**config.mk**
```make
export PLATFORM = sky130hd
export DESIGN_NAME = ebi_core
export DESIGN_NICKNAME = d
export VERILOG_FILES = /design/src/design/ebi_pkg.sv /design/src/design/ebi_core.sv /design/src/design/ebi_stretch.sv
export SDC_FILE = /design/constraint.sdc
export NUM_CORES = 1
export LEC_CHECK = 0
export BUFFER_PORTS_ARGS = -buffer_cell sky130_fd_sc_hd__buf_2
export CAP_MARGIN = 10
export CORE_AREA = 5 5 121 123
export DETAILED_ROUTE_END_ITERATION = 8
export DIE_AREA = 0 0 126 128
export GPL_TIMING_DRIVEN = 1
export PLACE_DENSITY = 0.87
export SLEW_MARGIN = 30
export SYNTH_ARGS = -nofsm -noshare
export SYNTH_HDL_FRONTEND = slang
export SYNTH_SLANG_ARGS = --single-unit
```
**constraint.sdc**
```tcl
create_clock -name CLOCK_IN -period 4.5 [get_ports CLOCK_IN]
set_input_delay 0.45 -clock CLOCK_IN [delete_from_list [all_inputs] [get_ports CLOCK_IN]]
set_output_delay 0.45 -clock CLOCK_IN [all_outputs]
set_load 0.05 [all_outputs]
```
**src/design/ebi_pkg.sv**
```systemverilog
// Constants and types for the external bus mode and stretch block
`default_nettype none
package ebi_pkg;
   localparam int DATA_W = 32;
   localparam int ADDR_W = 8;
   // Register byte addresses
   localparam logic [7:0] OFS_BUS_CTRL = 8'h00;
   localparam logic [7:0] OFS_MODE     = 8'h04;
   localparam logic [7:0] OFS_PORTE    = 8'h08;
   localparam logic [7:0] OFS_STATUS   = 8'h0c;
   // Field positions, bus control register
   localparam int BC_STRETCH_LO = 0;
   localparam int BC_STR_EN     = 2;
   localparam int BC_E_CLOCK_OUTPUT_DIS   = 3;
   localparam int BC_PIPE_OE    = 4;
   localparam int BC_LSTR_OE    = 5;
   localparam int BC_RW_OE      = 6;
   // Field positions, mode register
   localparam int MD_IVIS = 3;
   localparam logic [1:0] RESP_OKAY   = 2'b00;
   localparam logic [1:0] RESP_SLVERR = 2'b10;
   localparam logic [1:0] STRETCH_RST = 2'h3;
   localparam int E_HALF = 2;
   typedef enum logic [2:0] {
      M_SPECIAL_SC   = 3'h0,
      M_EMU_NARROW   = 3'h1,
      M_SPECIAL_TEST = 3'h2,
      M_EMU_WIDE     = 3'h3,
      M_NORMAL_SC    = 3'h4,
      M_NORMAL_NARROW = 3'h5,
      M_PERIPHERAL   = 3'h6,
      M_NORMAL_WIDE  = 3'h7
   } mode_t;
   typedef struct packed {
      logic [1:0] stretch;
      logic       str_en;
      logic       e_clock_output_dis;
      logic       pipe_oe;
      logic       lstr_oe;
      logic       rw_oe;
   } bus_ctrl_t;
   typedef struct packed {
      logic       req;
      logic       write;
      logic [15:0] addr;
      logic [15:0] wdata;
   } ext_req_t;
endpackage : ebi_pkg
`default_nettype wire

```
**src/design/ebi_core.sv**
```systemverilog
// External bus mode latch, pin setup, stretch and register slave
//
// The placing of the registers and register access over AXI4-Lite were decided locally.
`default_nettype none
module ebi_core (
   input  wire logic        CLOCK_IN,
   input  wire logic        RESETN_IN,
   input  wire logic [2:0]  MODE_PINS_IN,
   input  wire ebi_pkg::ext_req_t EXT_REQ_IN,
   input  wire logic [15:0] EXT_RDATA_IN,
   input  wire logic [31:0] AWADDR_IN,
   input  wire logic        AWVALID_IN,
   output logic             AWREADY_OUT,
   input  wire logic [31:0] WDATA_IN,
   input  wire logic [3:0]  WSTRB_IN,
   input  wire logic        WVALID_IN,
   output logic             WREADY_OUT,
   output logic [1:0]       BRESP_OUT,
   output logic             BVALID_OUT,
   input  wire logic        BREADY_IN,
   input  wire logic [31:0] ARADDR_IN,
   input  wire logic        ARVALID_IN,
   output logic             ARREADY_OUT,
   output logic [31:0]      RDATA_OUT,
   output logic [1:0]       RRESP_OUT,
   output logic             RVALID_OUT,
   input  wire logic        RREADY_IN,
   output logic             CPU_HOLD_OUT,
   output logic             EXT_DONE_OUT,
   output logic [15:0]      EXT_RDATA_OUT,
   output logic [15:0]      AD_OUT,
   output logic [15:0]      AD_OE_OUT,
   output logic             E_CLOCK_OUT,
   output logic             E_CLOCK_OE_OUT,
   output logic             CHIP_SELECT_N_OUT,
   output logic             READ_WRITE_OUT,
   output logic             READ_WRITE_OE_OUT,
   output logic             LOW_BYTE_STROBE_N_OUT,
   output logic             LOW_BYTE_STROBE_OE_OUT,
   output logic             QUEUE_STATUS_OE_OUT,
   output logic [7:0]       PORTE_PULL_OUT,
   output logic             MODE_PINS_OE_OUT,
   output logic             IRQ_ENABLE_OUT,
   output logic             NONMASKABLE_INTERRUPT_ENABLE_OUT,
   output logic             BACKGROUND_DEBUG_MODE_ACTIVE_OUT,
   output logic             TIMER_REF_OUT
);
   typedef struct packed {
      logic             was_reset;
      logic [2:0]       mode;
      logic             ivis;
      logic             mode_written;
      ebi_pkg::bus_ctrl_t bc;
      logic             aw_got;
      logic             w_got;
      logic [7:0]       awaddr;
      logic [31:0]      wdata;
      logic             bvalid;
      logic [1:0]       bresp;
      logic             rvalid;
      logic [31:0]      rdata;
      logic [1:0]       rresp;
      ebi_pkg::ext_req_t cyc;
      logic [15:0]      rcap;
      logic             done;
      logic             background_debug_mode;
      logic             tref;
      logic             armed;
   } state_t;
   state_t s, next_s;
   logic e_high;
   logic e_fall;
   logic hold;

   ebi_stretch u_stretch (
      .CLOCK_IN     (CLOCK_IN),
      .RESETN_IN    (RESETN_IN),
      .stretch_in   (s.bc.stretch),
      .stretch_en_in(s.bc.str_en),
      // Count loads only in the cycle's own address phase
      .ext_in       (s.cyc.req && !s.armed),
      .e_high_out   (e_high),
      .e_fall_out   (e_fall),
      .hold_out     (hold)
   );

   logic single_chip;
   logic special;
   logic wr_fire;
   logic rd_fire;
   logic [31:0] rd_val;
   logic [7:0] wa;
   logic [31:0] wd;
   logic [2:0] new_mode;
   logic act;
   always_comb begin
      single_chip = s.mode == ebi_pkg::M_SPECIAL_SC ||
                    s.mode == ebi_pkg::M_NORMAL_SC;
      act = s.cyc.req && s.armed;
      special = !s.mode[2];
      wa = s.aw_got ? s.awaddr : AWADDR_IN[7:0];
      wd = s.w_got ? s.wdata : WDATA_IN;
      wr_fire = (s.aw_got || AWVALID_IN) && (s.w_got || WVALID_IN) &&
                !s.bvalid;
      rd_fire = ARVALID_IN && !s.rvalid;
      new_mode = wd[7:5];
      unique case (ARADDR_IN[7:0])
         ebi_pkg::OFS_BUS_CTRL: rd_val = {25'h0, s.bc.rw_oe, s.bc.lstr_oe,
            s.bc.pipe_oe, s.bc.e_clock_output_dis, s.bc.str_en, s.bc.stretch};
         ebi_pkg::OFS_MODE: rd_val = {24'h0, s.mode, 1'b0, s.ivis, 3'h0};
         ebi_pkg::OFS_STATUS: rd_val = {29'h0, s.background_debug_mode, s.mode_written,
                                        hold};
         default: rd_val = 32'h0;
      endcase
   end

   always_comb begin
      next_s = s;
      next_s.was_reset = 1'b1;
      next_s.done = 1'b0;
      next_s.tref = ~s.tref;  // Free-running, never held
      // Mode latched at first edge after reset release
      if (!s.was_reset) begin
         next_s.mode = MODE_PINS_IN;
         next_s.background_debug_mode = MODE_PINS_IN == ebi_pkg::M_SPECIAL_SC;
         next_s.bc.str_en = MODE_PINS_IN[2];  // User modes
      end
      // AXI4-Lite write
      if (AWVALID_IN && !s.aw_got && !s.bvalid) begin
         next_s.aw_got = 1'b1;
         next_s.awaddr = AWADDR_IN[7:0];
      end
      if (WVALID_IN && !s.w_got && !s.bvalid) begin
         next_s.w_got = 1'b1;
         next_s.wdata = WDATA_IN;
      end
      if (wr_fire) begin
         next_s.aw_got = 1'b0;
         next_s.w_got = 1'b0;
         next_s.bvalid = 1'b1;
         next_s.bresp = ebi_pkg::RESP_OKAY;
         if (wa == ebi_pkg::OFS_BUS_CTRL && WSTRB_IN[0]) begin
            next_s.bc.stretch = wd[1:0];
            next_s.bc.e_clock_output_dis = wd[ebi_pkg::BC_E_CLOCK_OUTPUT_DIS];
            // Protected bit: special modes only
            if (special) next_s.bc.str_en = wd[ebi_pkg::BC_STR_EN];
            next_s.bc.pipe_oe = wd[ebi_pkg::BC_PIPE_OE];
            next_s.bc.lstr_oe = wd[ebi_pkg::BC_LSTR_OE];
            next_s.bc.rw_oe = wd[ebi_pkg::BC_RW_OE];
         end else if (wa == ebi_pkg::OFS_MODE && WSTRB_IN[0]) begin
            // Normal single-chip: one write, expand only
            if (s.mode == ebi_pkg::M_NORMAL_SC && !s.mode_written &&
                (new_mode == ebi_pkg::M_NORMAL_SC ||
                 new_mode == ebi_pkg::M_NORMAL_NARROW ||
                 new_mode == ebi_pkg::M_NORMAL_WIDE)) begin
               next_s.mode = new_mode;
               next_s.ivis = wd[ebi_pkg::MD_IVIS];
               next_s.mode_written = 1'b1;
            end else if (special &&
                         new_mode != ebi_pkg::M_PERIPHERAL) begin
               next_s.mode = new_mode;
               next_s.ivis = wd[ebi_pkg::MD_IVIS];
            end else begin
               next_s.bresp = ebi_pkg::RESP_SLVERR;
            end
         end else if (wa != ebi_pkg::OFS_BUS_CTRL) begin
            next_s.bresp = ebi_pkg::RESP_SLVERR;
         end
      end
      if (s.bvalid && BREADY_IN) next_s.bvalid = 1'b0;
      if (rd_fire) begin
         next_s.rvalid = 1'b1;
         next_s.rdata = rd_val;
         next_s.rresp = (ARADDR_IN[7:0] > ebi_pkg::OFS_STATUS ||
                         ARADDR_IN[1:0] != 2'h0) ?
                        ebi_pkg::RESP_SLVERR : ebi_pkg::RESP_OKAY;
      end
      if (s.rvalid && RREADY_IN) next_s.rvalid = 1'b0;
      // External cycle; no bus in single-chip
      if (!s.cyc.req && EXT_REQ_IN.req && !single_chip)
         next_s.cyc = EXT_REQ_IN;
      // A request may land mid data phase; wait for a full address phase
      if (s.cyc.req && e_fall && !s.armed) next_s.armed = 1'b1;
      if (act && e_fall) begin
         if (!s.cyc.write) next_s.rcap = EXT_RDATA_IN;
         next_s.cyc.req = 1'b0;
         next_s.armed = 1'b0;
         next_s.done = 1'b1;
      end
      // Single-chip forces bus enables low
      if (single_chip) begin
         next_s.bc.pipe_oe = 1'b0;
         next_s.bc.lstr_oe = 1'b0;
         next_s.bc.rw_oe = 1'b0;
      end
   end

   always_ff @(posedge CLOCK_IN) begin
      if (!RESETN_IN) begin
         s <= '0;
         s.bc.str_en <= 1'b1;
         s.bc.stretch <= ebi_pkg::STRETCH_RST;
      end else begin
         s <= next_s;
      end
   end

   // Registered pins; all driven from flops
   always_ff @(posedge CLOCK_IN) begin
      if (!RESETN_IN) begin
         AD_OUT <= 16'h0;
         AD_OE_OUT <= 16'h0;
         CHIP_SELECT_N_OUT <= 1'b1;
         READ_WRITE_OUT <= 1'b1;
         READ_WRITE_OE_OUT <= 1'b0;
         LOW_BYTE_STROBE_N_OUT <= 1'b1;
         LOW_BYTE_STROBE_OE_OUT <= 1'b0;
         QUEUE_STATUS_OE_OUT <= 1'b0;
         PORTE_PULL_OUT <= 8'h0;
         MODE_PINS_OE_OUT <= 1'b0;  // Mode pins float in reset
         IRQ_ENABLE_OUT <= 1'b0;  // Inhibited at reset
         NONMASKABLE_INTERRUPT_ENABLE_OUT <= 1'b0;
         E_CLOCK_OUT <= 1'b0;
         E_CLOCK_OE_OUT <= 1'b0;
         CPU_HOLD_OUT <= 1'b0;
         EXT_DONE_OUT <= 1'b0;
         EXT_RDATA_OUT <= 16'h0;
         BACKGROUND_DEBUG_MODE_ACTIVE_OUT <= 1'b0;
         TIMER_REF_OUT <= 1'b0;
      end else begin
         // Address only outside E high; data held through stretch only while str_en is set
         AD_OUT <= (act && e_high) ? s.cyc.wdata : s.cyc.addr;
         AD_OE_OUT <= {16{s.cyc.req && (!(act && e_high) || s.cyc.write)}};
         CHIP_SELECT_N_OUT <= !(act && e_high);
         READ_WRITE_OUT <= !(s.cyc.req && s.cyc.write);
         READ_WRITE_OE_OUT <= s.bc.rw_oe && !single_chip;
         LOW_BYTE_STROBE_N_OUT <= !s.cyc.req || s.cyc.addr[0];
         LOW_BYTE_STROBE_OE_OUT <= s.bc.lstr_oe && !single_chip &&
                                   s.mode != ebi_pkg::M_NORMAL_NARROW;
         QUEUE_STATUS_OE_OUT <= s.bc.pipe_oe && !single_chip;
         PORTE_PULL_OUT <= 8'hef;  // Port E pulled, pin 4 E clock
         MODE_PINS_OE_OUT <= 1'b0;
         IRQ_ENABLE_OUT <= 1'b0;
         NONMASKABLE_INTERRUPT_ENABLE_OUT <= 1'b0;
         // Same register depth as select and bus, so edges line up
         E_CLOCK_OUT <= !s.bc.e_clock_output_dis && e_high;
         E_CLOCK_OE_OUT <= !s.bc.e_clock_output_dis;
         CPU_HOLD_OUT <= hold;
         EXT_DONE_OUT <= s.done;
         EXT_RDATA_OUT <= s.rcap;
         BACKGROUND_DEBUG_MODE_ACTIVE_OUT <= s.background_debug_mode;
         TIMER_REF_OUT <= s.tref;
      end
   end

   assign AWREADY_OUT = !s.aw_got && !s.bvalid;
   assign WREADY_OUT = !s.w_got && !s.bvalid;
   assign BVALID_OUT = s.bvalid;
   assign BRESP_OUT = s.bresp;
   assign ARREADY_OUT = !s.rvalid;
   assign RVALID_OUT = s.rvalid;
   assign RDATA_OUT = s.rdata;
   assign RRESP_OUT = s.rresp;
endmodule : ebi_core
`default_nettype wire

```
**src/design/ebi_stretch.sv**
```systemverilog
// E clock phase sequencer with programmable stretch
`default_nettype none
module ebi_stretch (
   input  wire logic       CLOCK_IN,
   input  wire logic       RESETN_IN,
   input  wire logic [1:0] stretch_in,
   input  wire logic       stretch_en_in,
   input  wire logic       ext_in,
   output logic            e_high_out,
   output logic            e_fall_out,
   output logic            hold_out
);
   typedef enum logic [1:0] {S_ADDR, S_DATA, S_STR} ph_t;
   typedef struct packed {
      ph_t        ph;
      logic [1:0] cnt;
      logic       e;
      logic       fall;
      logic       hold;
   } st_t;
   st_t s, next_s;
   always_comb begin
      next_s = s;
      next_s.fall = 1'b0;
      unique case (s.ph)
         S_ADDR: begin  // Address phase never lengthened
            next_s.ph = S_DATA;
            next_s.e = 1'b1;
            next_s.cnt = ext_in ? stretch_in : 2'h0;
            next_s.hold = ext_in && stretch_in != 2'h0;
         end
         S_DATA, S_STR: begin
            if (s.cnt != 2'h0) begin
               next_s.cnt = s.cnt - 2'h1;
               next_s.ph = S_STR;
               next_s.hold = s.cnt != 2'h1;
               // E held low through the stretch when stretch disabled
               if (!stretch_en_in) next_s.e = 1'b0;
            end else begin
               next_s.ph = S_ADDR;
               next_s.hold = 1'b0;
               next_s.fall = 1'b1;  // Read sample point
               next_s.e = 1'b0;
            end
         end
      endcase
   end
   always_ff @(posedge CLOCK_IN) begin
      if (!RESETN_IN) s <= '{ph: S_ADDR, cnt: 2'h0, e: 1'b0,
                              fall: 1'b0, hold: 1'b0};
      else s <= next_s;
   end
   assign e_high_out = s.e;
   assign e_fall_out = s.fall;
   assign hold_out = s.hold;
endmodule : ebi_stretch
`default_nettype wire

```
# After elaboration in Yosys (flattened, before gate mapping)
# Index checks and enable logic that the tools add are counted.
# word_totals
ff_bits	207
inputBits	160
output_inout_bits	112
wordCells	189
# op_classes
addsub	1
magnitude_cmp	1
n_eq_ne	14
mux	47
bitwise_logic	4
n_reduce_logical	73
# ops
cell	n
$mux W147	1
$mux W35	1
$mux W34	1
$logic_and A1 B1 Y1	32
$mux W16	2
$mux W32	1
$mux W8	4
$pmux W8 S3	1
$mux W2	9
$mux W17	1
$eq A8 B3 Y1 const B	2
$logic_not A8 Y1	2
$mux W1	15
$mux W14	1
$eq A3 B3 Y1 const B	4
$logic_not A1 Y1	12
$reduce_or A2 Y1	6
$mux W5	2
$pmux W5 S2	1
$mux W3	3
$ne A3 B3 Y1 const B	3
$eq A8 B4 Y1 const B	1
$gt A8 B4 Y1 const B	1
$logic_or A1 B1 Y1	8
14 further kinds	26

# Depth between registers and ports, before layout
# logic_depth
depth_word	11
ltp_mapped	6
depth_no_buf	5

# Modules after synthesis
# A second synthesis with hierarchy kept.
# unflattened
cells_unflattened	690
hier_area_um2	6024.5
# by_module_without_submodules
mod	instances	cells_each	area_each_um2	seq_area_each_um2
ebi_core	1	657	5714.2	2842.7
ebi_stretch	1	33	310.3	140.1

# Least setup slack after synthesis
# OpenSTA, ideal clock, no wires.
# synth_timing
path_type	register to register
start	reg s (netlist bit BVALID_OUT)
end	reg s[127] (netlist name)
setup_time_ns	0.128
t_arrival_ns	2.143
required_time_ns	4.372
path_slack_ns	2.229
path_stages_with_launch	6
n_path_buf	1
synth_period_minus_slack_ns	2.271
cell_sequence	dfxtp_1 nor2_1 and2_1 clkbuf_1 mux2i_1 nor2_1
# synth_between
elab_chain_len	2
# synth_rtl
element	line_no	source
start, declared	ebi_core.sv:70	state_t s, next_s;
start signal, assigned	ebi_core.sv:204	s <= next_s;
$logic_not A1 Y1	ebi_core.sv:129	if (AWVALID_IN && !s.aw_got && !s.bvalid) begin
$logic_and A1 B1 Y1	ebi_core.sv:129	
# No other way between the ends.
# A chain may end at the register's enable or synchronous reset.

# Final worst setup path
# layout_timing
start	reg s[132] (netlist name)
end	reg s[136] (netlist name)
# layout_between
elab_chain_len	4
word_cells_on_any_way	5
cone_classes	1 x mux; 4 x reduce/logical
# layout_rtl
element	line_no	source
$logic_or A1 B1 Y1	ebi_core.sv:103	wr_fire = (s.aw_got || AWVALID_IN) && (s.w_got || WVALID_IN) &&
$logic_and A1 B1 Y1 (2 in a row)	ebi_core.sv:103	
$reduce_and A2 Y1 (no line)	--	
# Several ways; a longest one is shown, not always the timed one.

==> impl_metrics.env <==
export IMPL_post_cts_repair_setup_buffers=0
export IMPL_hold_violations=0
export IMPL_grt_util_all_layers=0.163
export IMPL_hp_start="RREADY_IN"
export IMPL_drive_above_1_share=0.269
export IMPL_drt_total_wl_um=13600
export IMPL_crit_path_cell_trace="o22ai_1 > nor3b_1 > nand4_4 > a211oi_1 > a211oi_1"
export IMPL_slowest_stage="dfxtp_1"
export IMPL_status="complete, no violations"
export IMPL_synth_edff_count=0
export IMPL_syn_area_um2=5910
export IMPL_port_buffers=166
export IMPL_rsz0062_at_grt="no"
export IMPL_max_slew_margin=0.486
export IMPL_timing_rr_start="s[132]"
export IMPL_htree_levels=4
export IMPL_clk_latency_ns=0.41
export IMPL_die_area_um2=16100
export IMPL_drv_cap=0
export IMPL_overflow=0
export IMPL_endpoint_kind="register"
export IMPL_yosysSeqAreaShare=0.505
export IMPL_path_class="reg2reg"
export IMPL_grt_max_degree=42
export IMPL_initial_utilization=0.436
export IMPL_numCtsBuffers=17
export IMPL_drc_errors=0
export IMPL_post_route_min_period_ns=2.30
export IMPL_clk_pin_slew_worst_paths_ns=0.06
export IMPL_antennaDiodeCount=0
export IMPL_hpwl_um=9740
export IMPL_yosysUniqueCellTypes=51
export IMPL_place_congestion=0.796
export IMPL_setup_tns_ns=0
export IMPL_ir_worst_vdd_uv=403
export IMPL_p_int_mw=2.38
export IMPL_worst_pin_slew_ns=0.769
export IMPL_p_sw_mw=0.881
export IMPL_power_leakage_nw=3.08
export IMPL_hp_class="in2reg"
export IMPL_crit_required_ns=4.79
export IMPL_worstSetupStartpointType="register"
export IMPL_postCtsHoldBufs=0
export IMPL_dp_slack_ns=2.04
export IMPL_antenna_left=0
export IMPL_slew_viol_final=0
export IMPL_ys_ff_latch=149
export IMPL_timing_rr_end="s[136]"
export IMPL_finalSetupViolCount=0
export IMPL_critical_path_top_delay_family="simple AND/OR/NAND/NOR gates"
export IMPL_cts_resized=0
export IMPL_die_w_um=126
export IMPL_holdPathStages=2
export IMPL_cpPeakStageDelay_ns=0.68
export IMPL_syn_inst=689
export IMPL_core_um2=13600
export IMPL_p_seq_frac=0.433
export IMPL_grt_pass1_wl_um=21300
export IMPL_synthArstFlopShare=0
export IMPL_clock_root_buffer="clkbuf_16"
export IMPL_antenna_found_initial=3
export IMPL_drtPass1Iterations=4
export IMPL_clock_power_share=0.445
export IMPL_finalWorstSetupSlack_ns=2.20
export IMPL_min_to="RVALID_OUT"
export IMPL_area_delta_synth_final_pct=20.6
export IMPL_tritoncts="yes"
export IMPL_r2r_slack_ns=2.20
export IMPL_path_max_fanout=16
export IMPL_max_freq_ghz=0.435
export IMPL_final_util=0.525
export IMPL_cts_sinks=149
export IMPL_synth_warnings=0
export IMPL_finClkSkew_ns=0.00809
export IMPL_crit_buf_inv=0
export IMPL_drtIter0Drc=224
export IMPL_critPathArrivalTime_ns=2.59
export IMPL_synthFlopType="dfxtp_1"
export IMPL_sw_frac_of_total=0.270
export IMPL_viasPerCell=4.79
export IMPL_synth_avg_cell_area_um2=8.57
export IMPL_wl_per_cell_um=13.6
export IMPL_p_comb_frac=0.122
export IMPL_die_h_um=128
export IMPL_period_share=0.511
export IMPL_p_per_area_nw_per_um2=459
export IMPL_grt_pass1_vias=4592
export IMPL_clk_path_buf_depth=2
export IMPL_r2r_cells=5
export IMPL_pin_count=272
export IMPL_vias=4797
export IMPL_worst_path_most_repeated_cell="a211oi_1"
export IMPL_nets=971
export IMPL_num_rows=43
-- flip-flops by register name, indices dropped and copies added (netlist names), 4 cells and up --
register	cells
s	84
RDATA_OUT	8
EXT_RDATA_OUT	16
AD_OUT	16
u_stretch.s	4
-- layer usage --
layer  vias to the layer above  wire [µm]  GRT usage
met5                         -         26          0
met4                         6        293     0.0732
met3                        27        956     0.0454
met2                       161       6730      0.280
met1                      2180       5580      0.190
li1                       2423          -          -
-- cell usage in the layout, fill, tap and decap left out, types with 4 or more instances in the layout --
| cell | instances |
|---|---|
| nor2_1 | 46 |
| inv_1 | 10 |
| conb_1 | 30 |
| nand3_1 | 6 |
| inv_6 | 5 |
| nor3b_1 | 4 |
| nand2_1 | 168 |
| a211oi_1 | 4 |
| clkbuf_16 | 17 |
| o21ai_1 | 4 |
| a21oi_1 | 89 |
| dfxtp_1 | 149 |
| o21ai_0 | 9 |
| buf_2 | 166 |
| a22oi_1 | 6 |
| mux2i_1 | 16 |
| mux2_2 | 8 |
| buf_4 | 4 |
| nor3_1 | 5 |
| and2_1 | 24 |
-- final cells by class --
| type | instances | area, µm² |
|---|---|---|
| clock buffers | 19 | 443 |
| clock inverters | 13 | 169 |
| fillers | 1239 | 6440 |
| inverters | 11 | 42.5 |
| multi-input cells | 460 | 2400 |
| flip-flops and latches | 149 | 2980 |
| well taps | 180 | 225 |
| repair buffers | 170 | 861 |
-- synthesized netlist by cell type, types with 2 or more instances --
cell type	instances	area (µm²)
mux2_2	8	90.1
nor2b_1	3	18.8
o21ai_0	9	45.0
inv_1	10	37.5
buf_1	2	7.51
mux2_1	2	22.5
ha_1	2	25.0
and3_1	2	12.5
nor3_1	5	25.0
nor2_1	46	173
nor4_1	2	12.5
mux2i_1	16	160
o21ai_1	4	20.0
buf_2	2	10.0
nand2_1	168	631
a211oi_1	4	30.0
and2_1	24	150
nor3b_1	6	45.0
a22oi_1	6	45.0
o41ai_2	2	32.5
nand3_1	6	30.0
dfxtp_1	149	2980
xor2_1	2	17.5
nand3b_1	3	22.5
clkbuf_1	31	116
buf_4	62	465
a21oi_1	89	445
-- logic make-up (layout without fill, tap and decap cells) --
family | Yosys count | after routing | share of synthesized area
AO/OA/AOI/OAI | 125 | 125 | 0.123
AND/OR/NAND/NOR | 275 | 275 | 0.207
buffers and inverters | 109 | 213 | 0.110
flip-flops | 149 | 149 | 0.505
XOR/XNOR | 2 | 2 | 0.00297
other | 1 | 30 | 0.000635
adder cells (fa/ha/maj) | 2 | 2 | 0.00424
multiplexers | 26 | 26 | 0.0462
-- stage by stage --
step	power [mW]	hold WS (ns)	instance area, µm²	instances
global route	3.39	0.211	7120	1002
CTS	3.30	0.199	7110	1002
floorplan	1.77	0.384	6010	718
global placement	1.83	0.391	6500	970
detailed placement	1.84	0.403	6500	970
finish	3.26	0.223	7120	1002
-- worst reg2reg max path, delay by kind of cell, from the launching register on --
| family | cells | cell delay, ns |
|---|---|---|
| and+or+nand+nor | 2 | 0.85 |
| DFF | 1 | 0.68 |
| AOI/OAI and AO/OA | 3 | 0.65 |
-- worst max-delay path by stage --
stage	slack, ns	cells past startpoint	from	to
after floorplan	2.23	5	BVALID_OUT	s[127]
after global placement	2.03	5	RESETN_IN	u_stretch.hold_out
after detailed placement	2.04	5	RESETN_IN	u_stretch.hold_out
after CTS	2.20	5	s[132]	s[136]
after global routing	1.96	5	s[132]	s[145]
final	2.20	5	s[132]	s[136]
-- power by group through the flow --
stage               Clock (mW)  Combinational [mW]  Sequential [mW]
finish                    1.45               0.397             1.41
CTS                       1.49               0.397             1.41
global route              1.54               0.429             1.42
global placement             0               0.388             1.44
floorplan                    0               0.311             1.46
detailed placement           0               0.396             1.44
(Power assumes the default switching activity.)
